===== src/core/asfifo_consts.svh =====
// register offsets, field positions, reset values and timing constants
`ifndef ASFIFO_CONSTS_SVH
`define ASFIFO_CONSTS_SVH
`define ASF_OFF_CON 12'h000
`define ASF_OFF_BAUD 12'h004
`define ASF_OFF_TXBUF 12'h008
`define ASF_OFF_RXBUF 12'h00c
`define ASF_OFF_TX_FIFO_CONTROL 12'h010
`define ASF_OFF_RX_FIFO_CONTROL 12'h014
`define ASF_OFF_FSTAT 12'h018
`define ASF_OFF_FLAGS 12'h01c
`define ASF_CON_RUN 0
`define ASF_CON_REN 1
`define ASF_CON_NINE 2
`define ASF_CON_STOP2 3
`define ASF_CON_WAKE 4
`define ASF_CON_OEN 5
`define ASF_FCON_EN 0
`define ASF_FCON_FLUSH 1
`define ASF_FCON_LVL_LO 8
`define ASF_BAUD_RESET 13'h0001
`define ASF_OVS 5'd16
`define ASF_VOTE_A 4'd6
`define ASF_VOTE_B 4'd7
`define ASF_VOTE_C 4'd8
`endif


===== src/core/asfifo_pkg.sv =====
// types shared by the serial channel
package asfifo_pkg;
  typedef enum logic [1:0] {
    ASF_TX_IDLE = 2'b00,
    ASF_TX_START = 2'b01,
    ASF_TX_DATA = 2'b10,
    ASF_TX_STOP = 2'b11
  } asfifo_tx_t;
  typedef enum logic [1:0] {
    ASF_RX_IDLE = 2'b00,
    ASF_RX_START = 2'b01,
    ASF_RX_DATA = 2'b10,
    ASF_RX_STOP = 2'b11
  } asfifo_rx_t;
endpackage


===== src/core/asfifo_serial_channel.sv =====
// serial channel with transmit and receive queues behind an APB slave
// Function
// - frame starts at next baud tick when running and data is waiting
// - frame: start bit, 8 or 9 data bits lsb first, 1 or 2 stops
// - idle shifter and empty holding stage: written byte enters holding stage at once, pulses tx buffer irq
// - tx done irq raised before the final stop bit leaves
// - eight entry tx queue, only when enabled, filled only via tx buffer
// - with tx queue, tx irqs fire when fill level at or below trigger
// - status field shows tx fill level
// - write with empty queue, empty holding stage and idle shifter bypasses the queue
// - write to full tx queue flags overrun, overwrites last entry
// - tx flush empties queue, running frame continues
// - tx queue flushed on reset and when enable is cleared
// - reception starts on falling edge when run and receive enable set
// - sixteen samples per bit, vote of samples seven, eight, nine
// - start bit not voted zero abandons the frame
// - frame stored and rx irq after ninth sample of last stop bit
// - clearing receive enable lets the current frame finish
// - wake mode keeps only frames whose ninth bit is one
// - eight entry rx queue, rx irq when fill at or above trigger
// - status field shows rx fill; bytes leave only via rx buffer reads
// - byte into full rx queue: rx and error irq, overwrite last entry
// - read of empty enabled rx queue flags overrun, level stays zero
// - rx queue disabled means plain double buffered receiver
// - rx queue flushed by flush, reset, disable; not by receive enable
// - unread buffer overwritten with overrun when checking enabled
`timescale 1ns/1ps
`include "asfifo_consts.svh"
module asfifo_serial_channel
  import asfifo_pkg::*;
#(
  parameter int DEPTH = 8
) (
  input wire logic CLK,
  input wire logic RST_N,
  input wire logic PSEL,
  input wire logic PENABLE,
  input wire logic PWRITE,
  input wire logic [11:0] PADDR,
  input wire logic [31:0] PWDATA,
  output logic [31:0] PRDATA,
  output logic PREADY,
  output logic PSLVERR,
  input wire logic RXD,
  output logic TXD,
  output logic TX_BUFFER_IRQ,
  output logic TX_DONE_IRQ,
  output logic RX_IRQ,
  output logic ERROR_IRQ
);
  // queue indexing and fill width only serve eight entries
  if (DEPTH != 8) begin : g_depth_check
    $error("depth must be 8");
  end
  localparam int LW = 4;
  // control registers
  logic [5:0] ctrl, next_ctrl;
  logic [12:0] baud_reload, next_baud_reload;
  logic tx_fifo_enable, next_tx_fifo_enable;
  logic rx_fifo_enable, next_rx_fifo_enable;
  logic [3:0] tx_trigger_level, next_tx_trigger_level;
  logic [3:0] rx_trigger_level, next_rx_trigger_level;
  logic overrun, next_overrun;
  // tx state
  asfifo_tx_t tx_st, next_tx_st;
  logic [8:0] tx_shift, next_tx_shift;
  logic [3:0] tx_bit, next_tx_bit;
  logic tx_hold, next_tx_hold;
  logic [8:0] tx_hold_data, next_tx_hold_data;
  logic [8:0] tx_queue [DEPTH];
  logic [8:0] next_tx_queue [DEPTH];
  logic [LW-1:0] tx_fill_level, next_tx_fill_level;
  logic txd_q, next_txd_q;
  // rx state
  asfifo_rx_t rx_st, next_rx_st;
  logic [8:0] rx_shift, next_rx_shift;
  logic [3:0] rx_bit, next_rx_bit;
  logic [3:0] rx_sub, next_rx_sub;
  logic [2:0] votes, next_votes;
  logic [8:0] rx_queue [DEPTH];
  logic [8:0] next_rx_queue [DEPTH];
  logic [LW-1:0] rx_fill_level, next_rx_fill_level;
  logic [8:0] rx_buffer_reg, next_rx_buffer_reg;
  logic rx_full, next_rx_full;
  // baud timer, pins, bus response, irq pulses and enable delays
  logic [12:0] baud_cnt, next_baud_cnt;
  logic [3:0] div16, next_div16;
  logic rxd_s1, rxd_s2, rxd_prev;
  logic [31:0] prdata_q, next_prdata_q;
  logic pready_q, next_pready_q;
  logic tx_buffer_irq, tx_done_irq, rx_irq, error_irq;
  logic tx_en_d, rx_en_d;

  function automatic logic maj(input logic [2:0] v);
    maj = (v[0] & v[1]) | (v[0] & v[2]) | (v[1] & v[2]);
  endfunction
  function automatic logic hit(input logic [11:0] a, input logic [11:0] o);
    hit = (a == o);
  endfunction

  wire run = ctrl[`ASF_CON_RUN];
  wire ren = ctrl[`ASF_CON_REN];
  wire nine = ctrl[`ASF_CON_NINE];
  wire stop2 = ctrl[`ASF_CON_STOP2];
  wire wake = ctrl[`ASF_CON_WAKE];
  wire overrun_check_enable = ctrl[`ASF_CON_OEN];
  // one wait state: read data is registered in the first access cycle,
  // so side effects only commit at the edge that sees PREADY high
  wire acc = PSEL & PENABLE;
  wire xfer = acc & pready_q;
  wire wr = xfer & PWRITE;
  wire rd = acc & ~PWRITE;
  wire wr_tx = wr & hit(PADDR, `ASF_OFF_TXBUF);
  wire rd_rx = xfer & ~PWRITE & hit(PADDR, `ASF_OFF_RXBUF);
  wire wr_txf = wr & hit(PADDR, `ASF_OFF_TX_FIFO_CONTROL);
  wire wr_rxf = wr & hit(PADDR, `ASF_OFF_RX_FIFO_CONTROL);
  wire wr_flg = wr & hit(PADDR, `ASF_OFF_FLAGS);
  wire tx_flush = wr_txf & PWDATA[`ASF_FCON_FLUSH];
  wire rx_flush = wr_rxf & PWDATA[`ASF_FCON_FLUSH];
  // 16x tick from reload counter, bit tick every 16
  wire os_tick = run & (baud_cnt == 13'h0000);
  wire bit_tick = os_tick & (div16 == 4'hf);
  wire [3:0] nbits = nine ? 4'd9 : 4'd8;
  wire [3:0] nstops = stop2 ? 4'd2 : 4'd1;
  wire tx_waiting = tx_hold | (tx_fifo_enable & (tx_fill_level != '0));

  // baud timer
  always_comb begin
    next_baud_cnt = baud_cnt;
    next_div16 = div16;
    if (!run) begin
      next_baud_cnt = baud_reload;
      next_div16 = 4'h0;
    end else if (os_tick) begin
      next_baud_cnt = baud_reload;
      next_div16 = div16 + 4'h1;
    end else begin
      next_baud_cnt = baud_cnt - 13'h0001;
    end
  end

  // transmit path: holding stage, queue and shifter
  always_comb begin
    next_tx_st = tx_st;
    next_tx_shift = tx_shift;
    next_tx_bit = tx_bit;
    next_tx_hold = tx_hold;
    next_tx_hold_data = tx_hold_data;
    next_tx_queue = tx_queue;
    next_tx_fill_level = tx_fill_level;
    next_txd_q = txd_q;
    tx_buffer_irq = 1'b0;
    tx_done_irq = 1'b0;
    error_irq = 1'b0;
    // shifter advances on bit ticks
    if (bit_tick) begin
      unique case (tx_st)
        ASF_TX_IDLE: begin
          if (tx_waiting) begin
            next_tx_st = ASF_TX_START;
            next_txd_q = 1'b0;
            if (tx_hold) begin
              next_tx_shift = tx_hold_data;
              next_tx_hold = 1'b0;
            end else begin
              next_tx_shift = tx_queue[0];
              for (int i = 0; i < DEPTH - 1; i++) begin
                next_tx_queue[i] = tx_queue[i + 1];
              end
              next_tx_fill_level = tx_fill_level - 4'd1;
              if (tx_fill_level - 4'd1 <= tx_trigger_level) begin
                tx_buffer_irq = 1'b1;
              end
            end
          end
        end
        ASF_TX_START: begin
          next_tx_st = ASF_TX_DATA;
          next_txd_q = tx_shift[0];
          next_tx_shift = {1'b0, tx_shift[8:1]};
          next_tx_bit = 4'd1;
        end
        ASF_TX_DATA: begin
          if (tx_bit == nbits) begin
            next_tx_st = ASF_TX_STOP;
            next_txd_q = 1'b1;
            next_tx_bit = 4'd1;
            if (!tx_fifo_enable || tx_fill_level <= tx_trigger_level) begin
              tx_done_irq = 1'b1;
            end
          end else begin
            next_txd_q = tx_shift[0];
            next_tx_shift = {1'b0, tx_shift[8:1]};
            next_tx_bit = tx_bit + 4'd1;
          end
        end
        ASF_TX_STOP: begin
          if (tx_bit == nstops) begin
            next_tx_st = ASF_TX_IDLE;
          end else begin
            next_tx_bit = tx_bit + 4'd1;
          end
        end
      endcase
    end
    // software write into buffer or queue
    if (tx_flush || (tx_en_d && !tx_fifo_enable)) begin
      next_tx_fill_level = '0;
    end else if (wr_tx) begin
      if (!tx_fifo_enable) begin
        next_tx_hold_data = PWDATA[8:0];
        next_tx_hold = 1'b1;
        if (tx_st == ASF_TX_IDLE && !tx_hold) begin
          tx_buffer_irq = 1'b1;
        end
      end else if (!tx_hold && next_tx_fill_level == '0 &&
                   tx_st == ASF_TX_IDLE) begin
        next_tx_hold_data = PWDATA[8:0];
        next_tx_hold = 1'b1;
        tx_buffer_irq = 1'b1;
      end else if (next_tx_fill_level == 4'(DEPTH)) begin
        next_tx_queue[DEPTH - 1] = PWDATA[8:0];
        error_irq = 1'b1;
      end else begin
        next_tx_queue[next_tx_fill_level[2:0]] = PWDATA[8:0];
        next_tx_fill_level = next_tx_fill_level + 4'd1;
      end
    end
  end

  // receive path
  always_comb begin
    next_rx_st = rx_st;
    next_rx_shift = rx_shift;
    next_rx_bit = rx_bit;
    next_rx_sub = rx_sub;
    next_votes = votes;
    next_rx_queue = rx_queue;
    next_rx_fill_level = rx_fill_level;
    next_rx_buffer_reg = rx_buffer_reg;
    next_rx_full = rx_full;
    rx_irq = 1'b0;
    if (rd_rx) begin
      if (rx_fifo_enable) begin
        if (rx_fill_level != '0) begin
          for (int i = 0; i < DEPTH - 1; i++) begin
            next_rx_queue[i] = rx_queue[i + 1];
          end
          next_rx_fill_level = rx_fill_level - 4'd1;
        end
      end else begin
        next_rx_full = 1'b0;
      end
    end
    if (rx_st == ASF_RX_IDLE) begin
      if (run && ren && rxd_prev && !rxd_s2) begin
        next_rx_st = ASF_RX_START;
        next_rx_sub = 4'd1;
        next_rx_bit = 4'd0;
      end
    end else if (os_tick) begin
      next_rx_sub = rx_sub + 4'd1;
      if (rx_sub == `ASF_VOTE_A) next_votes[0] = rxd_s2;
      if (rx_sub == `ASF_VOTE_B) next_votes[1] = rxd_s2;
      if (rx_sub == `ASF_VOTE_C) begin
        next_votes[2] = rxd_s2;
        unique case (rx_st)
          ASF_RX_START: begin
            if (maj({rxd_s2, votes[1:0]})) begin
              next_rx_st = ASF_RX_IDLE;
            end
          end
          ASF_RX_DATA: begin
            next_rx_shift = {maj({rxd_s2, votes[1:0]}), rx_shift[8:1]};
            next_rx_bit = rx_bit + 4'd1;
          end
          ASF_RX_STOP: begin
            if (rx_bit == nstops) begin
              // store at ninth sample of last stop bit
              next_rx_st = ASF_RX_IDLE;
              if (!wake || rx_shift[8]) begin
                rx_irq = 1'b1;
                if (rx_fifo_enable) begin
                  if (rx_fill_level == 4'(DEPTH)) begin
                    next_rx_queue[DEPTH - 1] = rx_shift;
                  end else begin
                    next_rx_queue[next_rx_fill_level[2:0]] = rx_shift;
                    next_rx_fill_level = next_rx_fill_level + 4'd1;
                  end
                end else begin
                  next_rx_buffer_reg = rx_shift;
                  next_rx_full = 1'b1;
                end
              end
            end else begin
              next_rx_bit = rx_bit + 4'd1;
            end
          end
          default: next_rx_st = ASF_RX_IDLE;
        endcase
      end
      if (rx_sub == 4'hf) begin
        if (rx_st == ASF_RX_START) begin
          next_rx_st = ASF_RX_DATA;
        end else if (rx_st == ASF_RX_DATA && rx_bit == nbits) begin
          next_rx_st = ASF_RX_STOP;
          next_rx_bit = 4'd1;
          if (!nine) next_rx_shift = {1'b0, rx_shift[8:1]};
        end
      end
    end
    if (rx_flush || (rx_en_d && !rx_fifo_enable)) begin
      next_rx_fill_level = '0;
    end
  end

  // receive trigger and overrun conditions for queue and buffer modes, underflow for queue mode only
  wire rx_store = rx_irq;
  wire rx_ovf = rx_store & (rx_fifo_enable ? rx_fill_level == 4'(DEPTH)
                                           : rx_full & overrun_check_enable);
  wire rx_under = rd_rx & rx_fifo_enable & (rx_fill_level == '0);
  wire rx_trig = rx_fifo_enable ? (next_rx_fill_level >= rx_trigger_level)
                                : 1'b1;

  // register writes and overrun flag; set wins over clear
  always_comb begin
    next_ctrl = ctrl;
    next_baud_reload = baud_reload;
    next_tx_fifo_enable = tx_fifo_enable;
    next_rx_fifo_enable = rx_fifo_enable;
    next_tx_trigger_level = tx_trigger_level;
    next_rx_trigger_level = rx_trigger_level;
    next_overrun = overrun;
    next_pready_q = acc & ~pready_q; // ready in second access cycle
    if (wr && hit(PADDR, `ASF_OFF_CON)) next_ctrl = PWDATA[5:0];
    if (wr && hit(PADDR, `ASF_OFF_BAUD)) next_baud_reload = PWDATA[12:0];
    if (wr_txf) begin
      next_tx_fifo_enable = PWDATA[`ASF_FCON_EN];
      next_tx_trigger_level = PWDATA[`ASF_FCON_LVL_LO +: 4];
    end
    if (wr_rxf) begin
      next_rx_fifo_enable = PWDATA[`ASF_FCON_EN];
      next_rx_trigger_level = PWDATA[`ASF_FCON_LVL_LO +: 4];
    end
    if (wr_flg && PWDATA[0]) next_overrun = 1'b0;
    if (error_irq || rx_ovf || rx_under) next_overrun = 1'b1;
  end

  // read mux, loaded in the first access cycle
  always_comb begin
    next_prdata_q = '0;
    if (rd) begin
      unique case (PADDR)
        `ASF_OFF_CON: next_prdata_q = {26'h0, ctrl};
        `ASF_OFF_BAUD: next_prdata_q = {19'h0, baud_reload};
        `ASF_OFF_RXBUF: next_prdata_q = {23'h0, rx_fifo_enable ?
                                        rx_queue[0] : rx_buffer_reg};
        `ASF_OFF_TX_FIFO_CONTROL: next_prdata_q = {20'h0, tx_trigger_level,
                                          7'h0, tx_fifo_enable};
        `ASF_OFF_RX_FIFO_CONTROL: next_prdata_q = {20'h0, rx_trigger_level,
                                          7'h0, rx_fifo_enable};
        `ASF_OFF_FSTAT: next_prdata_q = {20'h0, tx_fill_level,
                                         4'h0, rx_fill_level};
        `ASF_OFF_FLAGS: next_prdata_q = {28'h0, tx_hold,
                                         rx_full, 1'b0, overrun};
        default: next_prdata_q = '0;
      endcase
    end
  end

  // state registers
  always_ff @(posedge CLK or negedge RST_N) begin
    if (!RST_N) begin
      ctrl <= '0;
      baud_reload <= `ASF_BAUD_RESET;
      tx_fifo_enable <= 1'b0;
      rx_fifo_enable <= 1'b0;
      tx_trigger_level <= '0;
      rx_trigger_level <= 4'h1;
      overrun <= 1'b0;
      tx_st <= ASF_TX_IDLE;
      tx_shift <= '0;
      tx_bit <= '0;
      tx_hold <= 1'b0;
      tx_hold_data <= '0;
      tx_queue <= '{default: '0};
      tx_fill_level <= '0;
      txd_q <= 1'b1;
      rx_st <= ASF_RX_IDLE;
      rx_shift <= '0;
      rx_bit <= '0;
      rx_sub <= '0;
      votes <= '0;
      rx_queue <= '{default: '0};
      rx_fill_level <= '0;
      rx_buffer_reg <= '0;
      rx_full <= 1'b0;
      baud_cnt <= '0;
      div16 <= '0;
      rxd_s1 <= 1'b1;
      rxd_s2 <= 1'b1;
      rxd_prev <= 1'b1;
      prdata_q <= '0;
      pready_q <= 1'b0;
      tx_en_d <= 1'b0;
      rx_en_d <= 1'b0;
      TX_BUFFER_IRQ <= 1'b0;
      TX_DONE_IRQ <= 1'b0;
      RX_IRQ <= 1'b0;
      ERROR_IRQ <= 1'b0;
    end else begin
      ctrl <= next_ctrl;
      baud_reload <= next_baud_reload;
      tx_fifo_enable <= next_tx_fifo_enable;
      rx_fifo_enable <= next_rx_fifo_enable;
      tx_trigger_level <= next_tx_trigger_level;
      rx_trigger_level <= next_rx_trigger_level;
      overrun <= next_overrun;
      tx_st <= next_tx_st;
      tx_shift <= next_tx_shift;
      tx_bit <= next_tx_bit;
      tx_hold <= next_tx_hold;
      tx_hold_data <= next_tx_hold_data;
      tx_queue <= next_tx_queue;
      tx_fill_level <= next_tx_fill_level;
      txd_q <= next_txd_q;
      rx_st <= next_rx_st;
      rx_shift <= next_rx_shift;
      rx_bit <= next_rx_bit;
      rx_sub <= next_rx_sub;
      votes <= next_votes;
      rx_queue <= next_rx_queue;
      rx_fill_level <= next_rx_fill_level;
      rx_buffer_reg <= next_rx_buffer_reg;
      rx_full <= next_rx_full;
      baud_cnt <= next_baud_cnt;
      div16 <= next_div16;
      rxd_s1 <= RXD;
      rxd_s2 <= rxd_s1;
      rxd_prev <= rxd_s2;
      prdata_q <= next_prdata_q;
      pready_q <= next_pready_q;
      tx_en_d <= tx_fifo_enable;
      rx_en_d <= rx_fifo_enable;
      TX_BUFFER_IRQ <= tx_buffer_irq;
      TX_DONE_IRQ <= tx_done_irq;
      RX_IRQ <= (rx_irq & rx_trig) | (rx_ovf & rx_fifo_enable);
      ERROR_IRQ <= error_irq | rx_ovf | rx_under;
    end
  end

  assign PRDATA = prdata_q;
  assign PREADY = pready_q;
  assign PSLVERR = 1'b0;
  assign TXD = txd_q;

  chk_tx_full_hold: assert property (@(posedge CLK) disable iff (!RST_N)
    (wr_tx && tx_fifo_enable && tx_fill_level == 4'(DEPTH) && !tx_flush
     && !bit_tick) |=> (tx_fill_level == 4'(DEPTH) && ERROR_IRQ))
    else $error("tx full write lost level or error");
  chk_tx_flush_zero: assert property (@(posedge CLK) disable iff (!RST_N)
    tx_flush |=> tx_fill_level == '0)
    else $error("tx flush left entries");
  chk_tx_disable: assert property (@(posedge CLK) disable iff (!RST_N)
    (tx_en_d && !tx_fifo_enable) |=> tx_fill_level == '0)
    else $error("tx disable did not flush");
  chk_rx_flush_zero: assert property (@(posedge CLK) disable iff (!RST_N)
    rx_flush |=> rx_fill_level == '0)
    else $error("rx flush left entries");
  chk_rx_under: assert property (@(posedge CLK) disable iff (!RST_N)
    rx_under |=> (ERROR_IRQ && overrun && rx_fill_level == '0))
    else $error("rx underflow not flagged");
  chk_start_low: assert property (@(posedge CLK) disable iff (!RST_N)
    (tx_st == ASF_TX_IDLE && next_tx_st == ASF_TX_START) |=> !TXD)
    else $error("start bit not low");
  chk_tx_gated: assert property (@(posedge CLK) disable iff (!RST_N)
    !run |=> $stable(tx_st))
    else $error("tx moved without run");
  chk_rx_idle_gate: assert property (@(posedge CLK) disable iff (!RST_N)
    (rx_st == ASF_RX_IDLE && !ren) |=> rx_st == ASF_RX_IDLE)
    else $error("rx started while disabled");
  chk_rx_level_max: assert property (@(posedge CLK) disable iff (!RST_N)
    rx_fill_level <= 4'(DEPTH))
    else $error("rx level above depth");
  chk_wake_drop: assert property (@(posedge CLK) disable iff (!RST_N)
    (wake && !rx_shift[8] && rx_st == ASF_RX_STOP) |-> !rx_irq)
    else $error("wake mode stored a data frame");
  cov_tx_frame: cover property (@(posedge CLK) disable iff (!RST_N)
    TX_DONE_IRQ);
  cov_rx_frame: cover property (@(posedge CLK) disable iff (!RST_N)
    RX_IRQ);
  cov_tx_full: cover property (@(posedge CLK) disable iff (!RST_N)
    tx_fill_level == 4'(DEPTH));
endmodule


===== config.mk =====
export PLATFORM = sky130hd
export DESIGN_NAME = asfifo_serial_channel
export DESIGN_NICKNAME = d
export VERILOG_FILES = /design/src/core/asfifo_pkg.sv /design/src/core/asfifo_serial_channel.sv
export VERILOG_INCLUDE_DIRS = /design/src /design/src/core
export SDC_FILE = /design/constraint.sdc
export NUM_CORES = 1
export LEC_CHECK = 0
export BUFFER_PORTS_ARGS = -buffer_cell sky130_fd_sc_hd__buf_2
export CAP_MARGIN = 25
export CORE_MARGIN = 2
export CORE_UTILIZATION = 60
export CTS_BUF_LIST = sky130_fd_sc_hd__clkbuf_4
export DETAILED_ROUTE_END_ITERATION = 6
export PLACE_DENSITY = 0.78
export SYNTH_ARGS = -nofsm -noshare
export SYNTH_HDL_FRONTEND = slang
export SYNTH_SLANG_ARGS = --single-unit

===== constraint.sdc =====
create_clock -name CLK -period 10 [get_ports CLK]
set_clock_uncertainty 0.2 [all_clocks]
set_input_delay 0 -clock CLK [delete_from_list [all_inputs] [get_ports CLK]]
set_output_delay 0 -clock CLK [all_outputs]
set_load 0.02 [all_outputs]

# Yosys cells after proc, flatten, opt, wreduce, memory -nomap -nowiden
# Cells that the tools add are included.
# totals
reg_bits,298
latchBits,0
ramBits,0
romBits,0
input_bits,50
output_inout_bits,39
word_cells,335
mem_count,0
# classes
add_sub_neg,9
mul,0
div,0
n_lt_le_gt_ge,7
eq_ne,32
shift,0
mux,147
bitwise,39
reduce_logical,49
# ops
cell,count
72-bit two-way mux,11
63-bit two-way mux,9
72-bit bitwise mux,2
4-bit two-way mux,36
9-bit two-way mux,16
13-bit one-hot mux with 7 select lines,1
9-bit demux with 3-bit select,2
12-bit by 5-bit == test with 1-bit output (second input constant),4
1-bit two-way mux,48
13-bit two-way mux,3
9-bit one-hot mux with 3 select lines,1
2-bit two-way mux,13
1-bit bitwise AND,25
4-bit by 1-bit adder with 4-bit output (second input constant),6
12-bit by 4-bit == test with 1-bit output (second input constant),2
4-bit == test (second input constant),5
3-bit AND reduction,5
1-bit logical AND,14
7-bit AND reduction,2
13-bit logical NOT,1
13-bit by 1-bit subtractor with 13-bit output (second input constant),1
12-bit by 3-bit == test with 1-bit output (second input constant),1
12-bit logical NOT,1
4-bit one-hot mux with 3 select lines,1
other kinds (28),73

# Depth between registers and ports, before layout
# Gate-level depths: netlist of the first run.
# logic_depth
depth_word,19
ltp_mapped,18
depth_no_buf,16

# Worst setup path before layout of the first run
# Ideal clock, no wire load.
# synth_timing
path_type,register to register
startpoint,reg tx_fill_level[0]
endpoint,reg with a tool-made name
t_arrival_ns,3.459
t_required_ns,9.672
path_slack_ns,6.213
path_stages_with_launch,15
period_less_slack_ns,3.787
path_cell_list,dfrtp_1 clkbuf_1 inv_1 ha_1 nand2b_1 o211ai_2 nor3_2 nor2_1 a21oi_1 inv_1 ha_1 and3b_1 o31a_1 buf_2 mux2_1
# synth_rtl
item,line,source
from (decl),asfifo_serial_channel.sv:72,"logic [LW-1:0] tx_fill_level, next_tx_fill_level;"
from (signal assigned),asfifo_serial_channel.sv:425,tx_fill_level <= next_tx_fill_level;

==> results of run 1 <==
==> layer usage <==
layer  track usage, %  vias up  wire, um
met1             34.7     5252     14100
met3             5.81       82      2020
li1                 -     4982         -
met5                0        -        11
met4             11.0        2      1030
met2             43.2      344     15700
==> final timing paths <==
check | cells past startpoint | to | slack, ps | start
worst min-delay path | 3 | flop | 60 | PWDATA[6]
worst max register to register | 13 | tx_queue[57] | 4790 | tx_fill_level[0]
min in group asynchronous | 3 | rxd_prev | 230 | RST_N
max in group asynchronous | 4 | tx_queue[59] | 8400 | RST_N
worst min register to register | 0 | rxd_s2 | 160 | rxd_s1
worst max-delay path | 13 | tx_queue[57] | 4790 | tx_fill_level[0]
==> power by group <==
| group | switching (uW) | internal, uW |
|---|---|---|
| combinational | 46.0 | 20.2 |
| sequential | 0.729 | 1130 |
| clock | 459 | 513 |
==> stage by stage <==
stage / std cells / hold slack (ps) / total power [uW]
2_1_floorplan: 1364 / -496 / 1170
3_3_place_gp: 1645 / -94.4 / 1200
3_5_place_dp: 1646 / -92.1 / 1200
4_1_cts: 1825 / 2.49 / 2200
5_1_grt: 1831 / 23.7 / 2260
6_report: 1831 / 57.4 / 2170
==> cell usage after synthesis (9+ instances only) <==
library cell,count
a21oi_1,43
a22oi_1,9
and2_1,9
buf_1,9
buf_2,12
buf_4,21
clkbuf_1,51
dfrtp_1,273
ha_1,28
inv_1,31
mux2_1,15
mux2_2,194
mux2i_1,60
nand2_1,218
nand2b_1,10
nand3_1,19
nand4_1,11
nor2_1,66
nor2b_1,10
nor3_1,11
o21ai_0,76
xnor2_1,18
==> cells in the final DEF (no fill, tap or decap), drive strengths merged, types with 10 or more instances in the layout <==
cell | synthesis | routed
nand4 | 11 | 11
nand3 | 20 | 20
nor4 | 14 | 14
nor3 | 15 | 15
dlygate4sd3 | 0 | 59
dfrtp | 273 | 273
and2 | 10 | 10
nor2 | 67 | 67
ha | 28 | 28
xnor2 | 19 | 19
nand2 | 218 | 218
conb | 1 | 20
clkbuf | 52 | 106
buf | 42 | 63
clkinv | 0 | 10
nor2b | 10 | 10
mux2 | 209 | 209
a21oi | 44 | 44
mux2i | 60 | 60
nand2b | 10 | 10
o21ai | 83 | 83
inv | 33 | 34
==> cell type report <==
type	instances	area share [%]
flip-flops and latches	279	42.7
multi-input cells	958	42.4
repair buffers	122	6.11
clock buffers	106	4.87
well taps	319	2.44
inverters	33	0.758
clock inverters	13	0.643
diodes	1	0.0153
==> timing repair <==
action                                 4_1_cts  5_1_grt
endpoints found under the hold margin      273        0
hold buffers                                60        0
setup endpoints to repair                    0        0
==> critical path, delay by kind of cell, from the launching register on <==
family / cells / cell delay (ps)
flops: 1 / 660
fa+ha+maj: 2 / 580
simple gates: 3 / 470
compound gates: 5 / 2100
buf+inv: 3 / 950
==> cell families (layout without fill, tap and decap cells) <==
logic type | after synthesis | in the layout | synth area share [%]
AND/OR/NAND/NOR | 417 | 417 | 14.2
flip-flops | 279 | 279 | 48.5
multiplexers | 269 | 269 | 20.5
AO/OA/AOI/OAI | 197 | 197 | 8.60
buffers and inverters | 127 | 274 | 3.97
adder cells (fa/ha/maj) | 29 | 29 | 2.50
XOR/XNOR | 26 | 26 | 1.71
other | 1 | 21 | 0.0260
==> results.toml, run 1 <==
[cells_and_area]
layout-drive-gt1-share_pct = 27.1
ff_latch_area_um2 = 6990
fin_nets = 1544
final_util_pct = 69.5
fin_area_um2 = 16400
nFillCells = 1733
reg_top3 = "rx_queue: 63 flops, tx_queue: 63 flops"
multi_input_comb_area_um2 = 6940
syn2layout_area_growth_pct = 13.5

[clocking]
clkSinkCount = 279
post_cts_buffers = 0
clock_latency_ps = 690
cts-root-buf = "clkbuf_4"
cts_buffers = 72
cts_tree = "built"
cts_resized = 0
clkSlewWorstSetupHoldPaths_ps = 70
htreeDepth = 3
cts.path.max_buffers = 3

[global_route]
grt_remaining_overflow = 0
antenna_found_initial = 2
grt_pass1_vias = 10800
grt_pass1_wl_mm = 54.5
grt_usage_pct = 26.5
grt_max_degree = 173

[drt]
wire_per_inst_um = 18.0
vias = 10700
wl_mm = 32.9
first_pass_iters = 7
drcViolationCount = 0
drtIter0Drc = 1020
routed_via_density = 5.82
ant_nets = 0

[synth]
synth.area.top_cells = "dfrtp_1, mux2_2, nand2_1"
synthArstFlopShare_pct = 100
yosysUniqueCellTypes = 77
ys_seq_area_share_pct = 48.5
synth_top_area_share_pct = 47.4
synth-edff-count = 0
synth_warnings = 0
avgSynthCellArea_um2 = 10.7
yosys_register_bits = 279
netlist_area_um2 = 14400
yosysTopAreaCell = "dfrtp_1"
ys.flop_type = "dfrtp_1"
synthCells = 1345

[setup_path]
worstPathMaxFanout = 59
cpMaxStageDelayCell = "a221oi_2"
crit_arrival_ps = 5470
critical_path_class = "reg -> reg"
critPathRequiredTime_ps = 10260
cp-end-kind = "flop"
max_stage_delay_ps = 980
cp-start-kind = "flop"
crit_chain = "inv_1 > ha_1 > nand2b_1 > o211ai_2 > nor3_4 > buf_4 > nor2_1 > a21oi_1 > inv_1 > ha_1 > o21a_1 > a221oi_2 > o21ai_0"

[placed_design]
port-buffer-count = 49
dp_hpwl_mm = 20.3
place_ws_ps = 4910
place.gp.congestion = 0.915
placed_area_um2 = 14800

[sta]
fmax_ghz = 0.192
rsz0062_at_grt = "false"
slew_headroom_pct = 22.0
worst_slew_pin_slew_ps = 1170
maxSlewViolCount = 0
hold_viol = 0
setup_viol = 0
fin_tns_setup_ps = 0
fin_crit_ps = 5210
finalCritPeriodShare_pct = 52.1
fin_ws_ps = 4790

[die]
ioPinCount = 89
initial_utilization_pct = 61.2
die_height_um = 159
num_rows = 56
fp.dieW_um = 159
core-area_um2 = 23500
die-area_um2 = 25300

[power]
ir_drop_mv = 0.0845
p_per_area_nw_per_um2 = 133
leakage_uw = 0.00811

[flow_run]
max-cap-violations = 0

[worst_hold_path]
hold_path_class = "in -> reg"

[outcome]
status = "finished, final reports clean"
(Power assumes the default switching activity.)
==> run 2: changes to the inputs <==
--- a/config.mk
+++ b/config.mk
@@ -9,10 +9,10 @@
 export BUFFER_PORTS_ARGS = -buffer_cell sky130_fd_sc_hd__buf_2
 export CAP_MARGIN = 25
 export CORE_MARGIN = 2
-export CORE_UTILIZATION = 60
+export CORE_UTILIZATION = 57
 export CTS_BUF_LIST = sky130_fd_sc_hd__clkbuf_4
 export DETAILED_ROUTE_END_ITERATION = 6
-export PLACE_DENSITY = 0.78
+export PLACE_DENSITY = 0.77
 export SYNTH_ARGS = -nofsm -noshare
 export SYNTH_HDL_FRONTEND = slang
 export SYNTH_SLANG_ARGS = --single-unit
==> constraint.sdc (replaced) <==
create_clock -name CLK -period 4.4 [get_ports CLK]
set_clock_uncertainty 0.2 [all_clocks]
set_input_delay 0 -clock CLK [delete_from_list [all_inputs] [get_ports CLK]]
set_output_delay 0 -clock CLK [all_outputs]
set_load 0.02 [all_outputs]
==> run 2 against run 1 <==
Compared with the run above:
- sequential cell count is the same
- hold slack improved by 2.6 ps
- largest cell class unchanged
- critical endpoint is now tx_queue[52]
- largest power group unchanged
- global-route usage fell by 0.89 points
- highest routed layer is now met4
==> results.toml, run 2 (synthesis gave the netlist of run 1 again) <==
[outcome]
status = "finished, final reports clean"

[cells_and_area]
fin_nets = 1543
most-common-layout-cells = "dfrtp_1, nand2_1, mux2_2, clkbuf_4, o21ai_0"
nFillCells = 1934
syn2layout_area_growth_pct = 13.6
layout-drive-gt1-share_pct = 27.8
final_util_pct = 65.5
reg_top3 = "rx_queue: 63 flops, tx_queue: 63 flops"
layout.cells.most_common = "dfrtp_1"

[clocking]
htreeDepth = 3
hold_buffers = 46
cts_resized = 0
cts_buffers = 76
clkSinkCount = 279
post_cts_buffers = 0
clock_latency_ps = 700
clkSlewWorstSetupHoldPaths_ps = 60
cts_tree = "built"
cts.path.max_buffers = 3
cts-root-buf = "clkbuf_4"

[setup_path]
crit_buf_inv = 1
cp-start-kind = "flop"
worst-r2r-setup-slack_ps = 410
cp_top_family = "simple AND/OR/NAND/NOR gates"
crit_arrival_ps = 4350
max_stage_delay_ps = 580
r2r-start = "ctrl[0]"
cpMaxStageDelayCell = "nand4_1"
worstPathMaxFanout = 11
cp-end-kind = "flop"
cp_common_cell = "nand4_1"
r2r-end = "tx_queue[52]"
crit_chain = "nor2b_1 > nand4_1 > or3_4 > xnor2_4 > inv_2 > ha_1 > o21ai_0 > nand4_1 > mux2_2"
critical_path_class = "reg -> reg"
critPathRequiredTime_ps = 4750
r2r_cells = 9

[sta]
hold_viol = 0
slew_headroom_pct = 25.8
fin_crit_ps = 3990
setup_viol = 0
worst_slew_pin_slew_ps = 1110
fmax_ghz = 0.250
fin_tns_setup_ps = 0
fin_ws_ps = 405
rsz0062_at_grt = "false"
maxSlewViolCount = 0
finalCritPeriodShare_pct = 90.8

[drt]
wire_per_inst_um = 17.9
first_pass_iters = 7
drtIter0Drc = 925
wl_mm = 33.2
drcViolationCount = 0
vias = 10600
ant_nets = 0
routed_via_density = 5.73

[global_route]
grt_usage_pct = 25.6
grt_pass1_wl_mm = 54.0
grt_max_degree = 135
antenna_found_initial = 2
grt_pass1_vias = 10700
grt_remaining_overflow = 0

[flow_run]
max-cap-violations = 0

[placed_design]
place_ws_ps = 539
port-buffer-count = 49
dp_hpwl_mm = 21.1
place.gp.congestion = 0.843

[worst_hold_path]
hold_path_class = "in -> reg"
hold_path_depth = 7
hold_start = "PADDR[5]"
holdPathEnd = "rx_fill_level[0]"

[die]
core-area_um2 = 25000
ioPinCount = 89
fp.dieW_um = 163
die-area_um2 = 26600
num_rows = 58
initial_utilization_pct = 57.7
die_height_um = 163

[power]
leakage_uw = 0.00814
ir_drop_mv = 0.176
p_per_area_nw_per_um2 = 314
==> run 2: cell types whose count changed in the layout (fill, tap and decap cells not counted), sizes merged <==
| cell | delta |
|---|---|
| buf | +8 |
| clkbuf | +7 |
| clkinv | +4 |
| bufinv | +2 |
| diode | +1 |
| dlygate4sd3 | -13 |
==> run 2: tightest hold or removal path, cell delays in order <==
cell and delay (ps):
buf_2 80, nor4_1 50, nand4_1 90, nand3b_1 240, xnor2_1 140, xnor2_1 150, nor2b_1 140
==> run 2: where the power goes <==
group	switching, uW	leakage (uW)	internal, uW
Sequential	1.84	0.00371	2570
Combinational	102	0.00384	38.8
Clock	1070	0.000594	1350
Total	1180	0.00814	3960
==> run 2: area by class of cell <==
type | instances | area (um2) | area share [%]
sequential | 279 | 6990 | 42.7
multi-input combinational | 958 | 6930 | 42.3
timing repair buffer | 117 | 893 | 5.46
clock buffer | 113 | 848 | 5.18
tap | 330 | 413 | 2.52
clock inverter | 19 | 160 | 0.979
inverter | 33 | 124 | 0.757
antenna | 2 | 5.00 | 0.0306
==> run 2: routing by layer <==
layer,routed length [um],vias up,track usage [%]
met5,0,-,0
met4,797,0,9.86
met3,2070,67,5.78
met2,16000,322,41.1
met1,14300,5230,34.1
li1,-,4991,-
==> run 2: worst max-delay path by stage <==
| stage | depth (start not counted) | from | to | slack (ps) |
|---|---|---|---|---|
| finish | 9 | ctrl[0] | tx_queue[52] | 410 |
| global route | 9 | ctrl[0] | flop | 280 |
| CTS | 9 | ctrl[0] | tx_queue[52] | 500 |
| detailed placement | 9 | ctrl[0] | tx_queue[52] | 540 |
| global placement | 9 | ctrl[0] | tx_queue[48] | 670 |
| floorplan | 14 | tx_fill_level[0] | flop | 610 |
==> run 2: per-stage QoR <==
stage | cells | hold slack, ps | total power, uW | area [um2]
2_1_floorplan | 1364 | -496 | 2670 | 14500
3_3_place_gp | 1671 | -94.2 | 2730 | 14900
3_5_place_dp | 1671 | -91.5 | 2730 | 14900
4_1_cts | 1849 | 1.50 | 5200 | 16400
5_1_grt | 1851 | 34.7 | 5360 | 16400
6_report | 1851 | 60.1 | 5130 | 16400
